--- src/design/mpss_pkg.sv ---
`default_nettype none
package mpss_pkg;

  // ==========================================================
  // Timing
  localparam int unsigned MPSS_CLK_HZ = 10_000_000;
  localparam int unsigned MPSS_INIT_S = 50;
  localparam longint unsigned MPSS_INIT_CYCLES =
    longint'(MPSS_INIT_S) * longint'(MPSS_CLK_HZ);
  localparam int unsigned MPSS_FINAL_CYCLES = 16;
  localparam int unsigned MPSS_WAKE_PERIOD = 64;
  localparam int unsigned MPSS_WAKE_ON = 8;
  localparam int unsigned MPSS_DEEP_PERIOD = 1024;

  // ==========================================================
  // Reset values
  localparam logic MPSS_IND_EN_RST = 1'b0;
  localparam logic MPSS_QUICK_EN_RST = 1'b0;

  // ==========================================================
  // States
  typedef enum logic [2:0] {
    MPSS_OFF = 3'b000,
    MPSS_INIT = 3'b001,
    MPSS_ON = 3'b010,
    MPSS_SLEEP = 3'b011,
    MPSS_DEEP = 3'b100,
    MPSS_FINAL = 3'b101,
    MPSS_DONE = 3'b110
  } mpss_state_t;

endpackage
`default_nettype wire

--- src/design/mpss_sync.sv ---
`timescale 1ns/100ps
`default_nettype none
module mpss_sync
  import mpss_pkg::*;
#(
  parameter int WIDTH = 2
) (
  // Clock and reset
  input wire logic clock_i,
  input wire logic reset_n_i,
  // Levels
  input wire logic [WIDTH-1:0] async_i,
  input wire logic [WIDTH-1:0] reset_value_i,
  output logic [WIDTH-1:0] sync_o
);
  logic [WIDTH-1:0] meta;

  // Reset value held as a constant per instance by the caller
  always_ff @(posedge clock_i) begin
    if (!reset_n_i) begin
      meta <= reset_value_i;
      sync_o <= reset_value_i;
    end else begin
      meta <= async_i;
      sync_o <= meta;
    end
  end
endmodule // mpss_sync
`default_nettype wire

--- src/design/mpss_sequencer.sv ---
`timescale 1ns/100ps
`default_nettype none
module mpss_sequencer
  import mpss_pkg::*;
#(
  parameter longint unsigned INIT_CYCLES = MPSS_INIT_CYCLES,
  parameter int unsigned FINAL_CYCLES = MPSS_FINAL_CYCLES
) (
  // Clock and reset
  input wire logic clock_i,
  input wire logic reset_n_i,
  // Host power lines
  input wire logic power_off_n_i,
  input wire logic main_supply_rail_i,
  // Optional function assignment commands
  input wire logic indicator_assign_command_i,
  input wire logic indicator_assign_value_i,
  input wire logic quick_off_assign_command_i,
  input wire logic quick_off_assign_value_i,
  // Power saving requests
  input wire logic sleep_req_i,
  input wire logic deep_power_saving_req_i,
  input wire logic wake_req_i,
  // Fast shutdown trigger pin
  input wire logic quick_off_trigger_i,
  // Status
  output logic baseband_power_o,
  output logic operational_o,
  output logic [2:0] state_o,
  // Boot and shutdown indicator pin
  output logic indicator_o,
  output logic indicator_oe_n_o
);

  // ==========================================================
  // Input synchronisation
  logic [1:0] sync_q;
  logic pwr_s;
  logic trig_s;
  logic trig_prev;
  logic trig_fall;

  mpss_sync #(.WIDTH(2)) u_sync (
    .clock_i(clock_i),
    .reset_n_i(reset_n_i),
    .async_i({quick_off_trigger_i, power_off_n_i}),
    .reset_value_i(2'b00),
    .sync_o(sync_q)
  );
  // Bit 0 is the power-off line, bit 1 the trigger
  assign pwr_s = sync_q[0];
  assign trig_s = sync_q[1];

  // Resets low like the synchroniser output, so no false edge after reset
  always_ff @(posedge clock_i) begin
    if (!reset_n_i) begin
      trig_prev <= 1'b0;
    end else begin
      trig_prev <= trig_s;
    end
  end
  assign trig_fall = trig_prev && !trig_s;

  // ==========================================================
  // Function enables
  logic ind_en;
  logic quick_en;

  // Enables survive shutdown; only reset or a command changes them
  always_ff @(posedge clock_i) begin
    if (!reset_n_i) begin
      ind_en <= MPSS_IND_EN_RST;
    end else if (indicator_assign_command_i) begin
      ind_en <= indicator_assign_value_i;
    end
  end

  always_ff @(posedge clock_i) begin
    if (!reset_n_i) begin
      quick_en <= MPSS_QUICK_EN_RST;
    end else if (quick_off_assign_command_i) begin
      quick_en <= quick_off_assign_value_i;
    end
  end

  // ==========================================================
  // Decoding
  // Baseband is cycled, not held, in both saving states
  function automatic logic mpss_is_saving(input mpss_state_t s);
    return (s == MPSS_SLEEP) || (s == MPSS_DEEP);
  endfunction

  // ==========================================================
  // State machine
  mpss_state_t state;
  mpss_state_t next_state;
  logic [63:0] count;
  logic [63:0] next_count;
  logic [10:0] duty;
  logic shut_req;

  // Graceful or armed fast shutdown request
  assign shut_req = !pwr_s || (quick_en && trig_fall);

  always_comb begin
    next_state = state;
    next_count = count + 64'h1;
    case (state)
      MPSS_OFF: begin
        next_count = 64'h0;
        if (pwr_s && main_supply_rail_i) begin
          next_state = MPSS_INIT;
        end
      end
      MPSS_INIT: begin
        if (shut_req) begin
          next_state = MPSS_FINAL;
          next_count = 64'h0;
        end else if (count >= INIT_CYCLES - 64'h1) begin
          next_state = MPSS_ON;
        end
      end
      MPSS_ON, MPSS_SLEEP, MPSS_DEEP: begin
        next_count = 64'h0;
        if (shut_req) begin
          next_state = MPSS_FINAL;
        end else if (state == MPSS_ON && deep_power_saving_req_i) begin
          next_state = MPSS_DEEP;
        end else if (state == MPSS_ON && sleep_req_i) begin
          next_state = MPSS_SLEEP;
        end else if (mpss_is_saving(state) && wake_req_i) begin
          next_state = MPSS_ON;
        end
      end
      MPSS_FINAL: begin
        if (count >= 64'(FINAL_CYCLES) - 64'h1) begin
          next_state = MPSS_DONE;
          next_count = 64'h0;
        end
      end
      MPSS_DONE: begin
        next_count = 64'h0;
        // Supply still up with power-off high: boot again
        if (pwr_s && main_supply_rail_i) begin
          next_state = MPSS_INIT;
        end else if (!main_supply_rail_i || !pwr_s) begin
          next_state = MPSS_OFF;
        end
      end
      default: begin
        next_state = MPSS_OFF;
        next_count = 64'h0;
      end
    endcase
    // Supply loss wins over every state and request
    if (!main_supply_rail_i) begin
      next_state = MPSS_OFF;
      next_count = 64'h0;
    end
  end

  always_ff @(posedge clock_i) begin
    if (!reset_n_i) begin
      state <= MPSS_OFF;
      count <= 64'h0;
    end else begin
      state <= next_state;
      count <= next_count;
    end
  end

  // Duty counter for the low power states, wraps within them and is cleared outside them
  always_ff @(posedge clock_i) begin
    if (!reset_n_i) begin
      duty <= 11'h000;
    end else if (mpss_is_saving(next_state)) begin
      duty <= duty + 11'h001;
    end else begin
      duty <= 11'h000;
    end
  end

  // ==========================================================
  // Outputs
  always_ff @(posedge clock_i) begin
    if (!reset_n_i) begin
      baseband_power_o <= 1'b0;
      operational_o <= 1'b0;
      state_o <= 3'h0;
    end else begin
      case (next_state)
        // Saving states: on for the first counts of each period
        MPSS_OFF, MPSS_DONE: baseband_power_o <= 1'b0;
        MPSS_SLEEP:
          baseband_power_o <=
            (duty[5:0] < 6'(MPSS_WAKE_ON));
        MPSS_DEEP:
          baseband_power_o <=
            (duty[9:0] < 10'(MPSS_WAKE_ON));
        default: baseband_power_o <= 1'b1;
      endcase
      operational_o <= (next_state == MPSS_ON);
      state_o <= next_state;
    end
  end

  // Indicator: high after boot, low after shutdown
  // Value kept while disabled; only the enable is gated
  always_ff @(posedge clock_i) begin
    if (!reset_n_i) begin
      indicator_o <= 1'b0;
      indicator_oe_n_o <= 1'b1;
    end else begin
      indicator_oe_n_o <= !ind_en;
      if (next_state == MPSS_ON) begin
        indicator_o <= 1'b1;
      end else if (next_state == MPSS_DONE) begin
        indicator_o <= 1'b0;
      end
    end
  end

endmodule // mpss_sequencer
`default_nettype wire

--- config.mk ---
export PLATFORM = sky130hd
export DESIGN_NAME = mpss_sequencer
export DESIGN_NICKNAME = d
export VERILOG_FILES = /design/src/design/mpss_pkg.sv /design/src/design/mpss_sync.sv /design/src/design/mpss_sequencer.sv
export SDC_FILE = /design/constraint.sdc
export NUM_CORES = 1
export LEC_CHECK = 0
export ABC_AREA = 1
export BUFFER_PORTS_ARGS = -buffer_cell sky130_fd_sc_hd__buf_2
export CORE_ASPECT_RATIO = 0.75
export CORE_MARGIN = 2
export CORE_UTILIZATION = 40
export DETAILED_ROUTE_END_ITERATION = 6
export REMOVE_ABC_BUFFERS = 1
export SLEW_MARGIN = 5
export SYNTH_ARGS = -nofsm -noshare
export SYNTH_HDL_FRONTEND = slang
export SYNTH_HIERARCHICAL = 1
export SYNTH_SLANG_ARGS = --single-unit
--- constraint.sdc ---
create_clock -name clock_i -period 5.1 [get_ports clock_i]
set_input_delay 0.765 -clock clock_i [delete_from_list [all_inputs] [get_ports clock_i]]
set_output_delay 0.765 -clock clock_i [all_outputs]
set_load 0.01 [all_outputs]
### Yosys cells after proc, flatten, opt, wreduce, memory -nomap -nowiden

Index checks and enable logic that the tools add are counted.

| storage, ports and cells | value |
|---|---|
| bits of input ports | 12 |
| flip-flop bits (word level) | 89 |
| logic and storage cells | 67 |

| operators by class | value |
|---|---|
| multiplexer cells | 18 |
| add/subtract/negate cells | 2 |
| reduce and logical (&&, ||, !) cells | 21 |
| equal/unequal tests | 10 |
| magnitude comparators | 4 |

Operator list:

| kind | number |
|---|---|
| 2-to-1 mux 64 bit | 2 |
| case mux 64 bit (2 select lines) | 1 |
| adder 64 x 1 -> 64 bit (second input constant) | 1 |
| greater-or-equal comparator 64 x 29 -> 1 bit (second input constant) | 1 |
| greater-or-equal comparator 64 x 4 -> 1 bit (second input constant) | 1 |
| 2-to-1 mux 3 bit | 11 |
| equality test 3 bit (second input constant) | 5 |
| case mux 3 bit (5 select lines) | 1 |
| equality test 3 x 2 -> 1 bit (second input constant) | 4 |
| adder 11 x 1 -> 11 bit (second input constant) | 1 |
| less-than comparator 10 x 4 -> 1 bit (second input constant) | 1 |
| logical AND 1 bit | 6 |
| zero test 3 bit | 2 |
| less-than comparator 6 x 4 -> 1 bit (second input constant) | 1 |
| zero test 1 bit | 4 |
| logical OR 1 bit | 4 |
| AND reduction 2 bit | 2 |
| equality test 3 x 1 -> 1 bit (second input constant) | 1 |
| case mux 1 bit (3 select lines) | 1 |
| OR reduction 3 bit | 1 |
| 2-to-1 mux 1 bit | 2 |
| nonzero test 2 bit | 1 |
| OR reduction 2 bit | 1 |

### Logic depth before layout (Yosys ltp)

| logic depth | value |
|---|---|
| depth in word-level cells | 12 |
| gate-level depth with buffers | 16 |

### Hierarchy

The synthesis kept the hierarchy.

Modules (own cells, without submodules):

| module | instances | cells each | area an instance (µm²) |
|---|---|---|---|
| mpss_sequencer | 1 | 708 | 4,732.0 |
| mpss_sync | 1 | 15 | 121.4 |

### Least setup slack after synthesis

OpenSTA, ideal clock, no wires.

| timing | value |
|---|---|
| path type | input port to flip-flop |
| start point | in main_supply_rail_i |
| end point | reg duty[0] |
| setup time | 0.065 ns |
| required time | 5.035 ns |
| buffers on the path | 1 |
| cell stages on the path | 11 |
| path slack | 3.242 ns |
| arrival time | 1.793 ns |
| cell sequence | buf_2 > nand3_1 > o21ai_0 > inv_1 > nand2_1 > inv_1 > nand3_1 > nand2_1 > o21ai_1 > nand2_2 > nor2_1 |

| on the way | value |
|---|---|
| cells in the longest elaborated chain, start to end | 9 |
| elaborated cells on any way between the ends | 12 |

Ends and longest elaborated chain:

| what | RTL line | RTL |
|---|---|---|
| start: declaration | mpss_sequencer.sv:14 | `input wire logic main_supply_rail_i,` |
| zero test 1 bit | -- |  |
| logical OR 1 bit | mpss_sequencer.sv:146 | `end else if (!main_supply_rail_i \|\| !pwr_s) begin` |
| 2-to-1 mux 3 bit | mpss_sequencer.sv:146 |  |
| 2-to-1 mux 3 bit | mpss_sequencer.sv:144 | `if (pwr_s && main_supply_rail_i) begin` |
| case mux 3 bit (5 select lines) | mpss_sequencer.sv:108 | `case (state)` |
| 2-to-1 mux 3 bit * | mpss_sequencer.sv:156 | `if (!main_supply_rail_i) begin` |
| equality test 3 x 2 -> 1 bit or equality test 3 bit (tied branches) | mpss_sequencer.sv:90 | `return (s == MPSS_SLEEP) \|\| (s == MPSS_DEEP);` |
| logical OR 1 bit * | mpss_sequencer.sv:90 |  |
| AND reduction 2 bit (no source line) * | -- |  |
| end signal: assignment | mpss_sequencer.sv:177 | `duty <= duty + 11'h001;` |
| end: declaration | mpss_sequencer.sv:99 | `logic [10:0] duty;` |

Every way passes the cells marked *; elsewhere a longest branch is shown, timed or not.
A chain may end at the register's enable or synchronous reset.

### Worst setup path in the final report

| timing | value |
|---|---|
| start point | reg count[0] |
| end point | reg count[41] |

| on the way | value |
|---|---|
| cells in the longest elaborated chain, start to end | 3 |
| elaborated cells on any way between the ends | 5 |

Ends and longest elaborated chain:

| what | RTL line | RTL |
|---|---|---|
| start: declaration | mpss_sequencer.sv:97 | `logic [63:0] count;` |
| start signal: assignment | mpss_sequencer.sv:168 | `count <= next_count;` |
| adder 64 x 1 -> 64 bit or greater-or-equal comparator 64 x 4 -> 1 bit (tied branches) | mpss_sequencer.sv:107, mpss_sequencer.sv:136 |  |
| 2-to-1 mux 64 bit (on tied branches) | mpss_sequencer.sv:136, mpss_sequencer.sv:116 |  |
| case mux 64 bit (2 select lines) * | mpss_sequencer.sv:108 |  |

Marked as above.

==> results_dict.tcl <==
set metrics [dict create \
    status "finished clean" \
    worst_hold_path_type "reg -> reg" \
    slew_headroom_pct 31.95 \
    clkPwrFrac_pct 48.2 \
    path_max_fanout 46 \
    coreArea_mm2 0.01170 \
    overflow 0 \
    cts_setup_buffers 0 \
    tightest_slew_ns 1.021 \
    drive_above_1_share_pct 9.454 \
    r2r_cells 12 \
    cts_resized 0 \
    synth.yosys.seq_area_share_pct 36.30 \
    wl_met1_um 6135 \
    wl_met3_um 677 \
    die-width_um 131.2 \
    cts-root-buf "clkbuf_16" \
    post-route-util_pct 46.37 \
    placedCellCount 897 \
    wirelength_um 11530 \
    postCtsHoldBufs 0 \
    grt_pass1_vias 4010 \
    hold_depth 1 \
    cts_buffer_depth 2 \
    htreeDepth 3 \
    finalCriticalPeriod_ns 3.008 \
    startpoint_type "flop" \
    syn_inst 723 \
    antenna_found_initial 0 \
    vdd_ir_drop_max_mv 0.1570 \
    p_switching_mw 0.3010 \
    portBuffers 18 \
    critPathRequiredTime_ns 5.37 \
    hold_viol_final 0 \
    viasPerCell 4.912 \
    grt_pass1_wl_um 19460 \
    path_buf_inv 1 \
    top_layer "met4" \
    multi_input_comb_area_mm2 0.002699 \
    finalSetupViolCount 0 \
    synth.distinct_cells 35 \
    endpoint_kind "flop" \
    drt-pass1-iter-count 5 \
    tritoncts "built" \
    route.met2.wl_um 4575 \
    path_cells "ha_1, nand2_1, nor2_4, nor2_1, nand2_1, nor2_1, nand3_1, o21ai_0, nand3_2, inv_1, o21ai_0, a31oi_1" \
    critPathMaxStageDelay_ns 0.80 \
    numCtsBuffers 9 \
    clock_sinks 88 \
    maxCapViolCount 0 \
    avgSynthCellArea_um2 6.713 \
    dieArea_mm2 0.01304 \
    grt_max_degree 47 \
    fmax_mhz 332.5 \
    start_util_pct 41.49 \
    nets 760 \
    gp_congestion 0.9040 \
    crit_cells 12 \
    crit_arrival_ns 3.28 \
    ant_nets 0 \
    power_density_mw_per_mm2 257.9 \
    final.period_utilization_pct 58.97 \
    grt_usage_pct 18.62 \
    pwr-share-seq_pct 49.7 \
    swShare_pct 21.52 \
    timing.critical_path.max_delay_family "simple AND/OR/NAND/NOR gates" \
    diodes 0 \
    finalClockSkew_ns 0.006199 \
    ios 19 \
    dieHeight_um 99.40 \
    syn_to_final_growth_pct 11.78 \
    critPathKind "reg -> reg" \
    rsz0062_at_grt "no" \
    p_comb_share_pct 2.1 \
    clk_latency_ns 0.34 \
    drtIter0Drc 340 \
    cp_slowest_cell "nand3_2" \
    fillers 1237 \
    power_leakage_nw 2.044 \
    internal_power_mw 1.098 \
    syn_area_mm2 0.004853 \
    yosys_warnings 6 \
    layoutNonFillerInstCount 913 \
    dp_hpwl_um 8770 \
    finalSetupTns_ns 0 \
    regArea_mm2 0.001762 \
    route.detailed.drc 0 \
    ys_ff_latch 88 \
    rows 34 \
    clkSlewWorstSetupHoldPaths_ns 0.06 \
    num_vias 4485 \
    routedWlPerCell_um 12.63 \
    timing.hold.ws_ns 0.3835 \
    slew_violations 0 \
]
[cells in the mapped netlist (all sizes together)]
cell / instances / area share [%]
nor3b: 3 / 0.57
nand4: 28 / 3.6
nor2: 176 / 15
o21a: 1 / 0.15
o211ai: 1 / 0.15
or2: 1 / 0.13
nand3b: 5 / 0.77
nand3: 42 / 5.2
nor3: 40 / 4.8
xor2: 37 / 6.7
nor4b: 1 / 0.31
and2: 1 / 0.13
clkbuf: 2 / 0.15
xnor2: 10 / 1.8
nand2: 142 / 11
dfxtp: 88 / 36
inv: 97 / 7.5
a31oi: 5 / 0.64
ha: 2 / 0.52
a21oi: 14 / 1.4
buf: 6 / 0.62
nor4: 3 / 0.52
conb: 1 / 0.077
o21ai: 17 / 1.8
[cell usage in the layout, fill, tap and decap left out, types with 4 or more instances in the layout]
| master | n |
|---|---|
| a21oi_1 | 14 |
| a31oi_1 | 5 |
| buf_2 | 18 |
| clkbuf_16 | 9 |
| dfxtp_1 | 88 |
| inv_1 | 92 |
| inv_2 | 5 |
| nand2_1 | 137 |
| nand2_2 | 5 |
| nand3_1 | 36 |
| nand3_2 | 4 |
| nand3b_1 | 5 |
| nand4_1 | 28 |
| nor2_1 | 163 |
| nor2_2 | 6 |
| nor2_4 | 7 |
| nor3_1 | 35 |
| nor3_2 | 4 |
| o21ai_0 | 15 |
| xnor2_1 | 10 |
| xor2_1 | 37 |
[layer usage]
layer	up-vias	GRT usage, %
met1	2005	27.82
met5	-	0
met4	0	5.351
met2	131	27.17
li1	2338	-
met3	11	3.568
[sequential cells by signal, indices dropped and copies added, names as in the netlist, 2 cells and up]
register and count:
duty 10, u_sync/sync_o 2, count 64, state_o 3
u_sync/meta 2
[path summary, 6_finish.rpt]
kind / start / to / slack [ns]
worst max-delay path: count[0]$_SDFF_PN0_ / count[41]$_SDFF_PN0_ / 2.09
worst min-delay path: ind_en$_SDFFE_PN0P_ / indicator_oe_n_o$_SDFF_PN1_ / 0.38
worst max register to register: count[0]$_SDFF_PN0_ / count[41]$_SDFF_PN0_ / 2.09
worst min register to register: ind_en$_SDFFE_PN0P_ / indicator_oe_n_o$_SDFF_PN1_ / 0.38
[final cells by class]
| type | count | area share, % |
|---|---|---|
| clock buffer | 12 | 4.543 |
| timing repair buffer | 19 | 1.799 |
| multi-input combinational | 531 | 49.75 |
| tap | 162 | 3.736 |
| clock inverter | 4 | 0.9917 |
| sequential | 88 | 32.47 |
| inverter | 97 | 6.711 |
[stage by stage]
step / setup WS (ns) / power [mW] / instance area, µm²
4_1_cts: 2.059 / 1.413 / 5425
2_1_floorplan: 2.193 / 0.7277 / 4820
3_3_place_gp: 2.179 / 0.7393 / 5125
5_1_grt: 1.700 / 1.448 / 5425
6_report: 2.092 / 1.399 / 5425
3_5_place_dp: 2.094 / 0.7404 / 5125
[power by group through the flow]
stage | Combinational, mW | Sequential (mW) | Clock [mW]
2_1_floorplan | 0.0164 | 0.711 | 0
3_3_place_gp | 0.0281 | 0.711 | 0
3_5_place_dp | 0.0290 | 0.711 | 0
4_1_cts | 0.0291 | 0.696 | 0.688
5_1_grt | 0.0341 | 0.696 | 0.717
6_report | 0.0292 | 0.696 | 0.674
[cell families (layout without fill, tap and decap cells)]
logic type / after synthesis / after routing / share of synthesized area [%]
flip-flops: 88 / 88 / 36.30
buffers and inverters: 105 / 132 / 8.275
AO/OA/AOI/OAI: 38 / 38 / 4.151
adder cells (fa/ha/maj): 2 / 2 / 0.5155
XOR/XNOR: 47 / 47 / 8.481
AND/OR/NAND/NOR: 442 / 442 / 42.20
other: 1 / 2 / 0.07727
No activity file was read; power rests on OpenSTA's default activity.
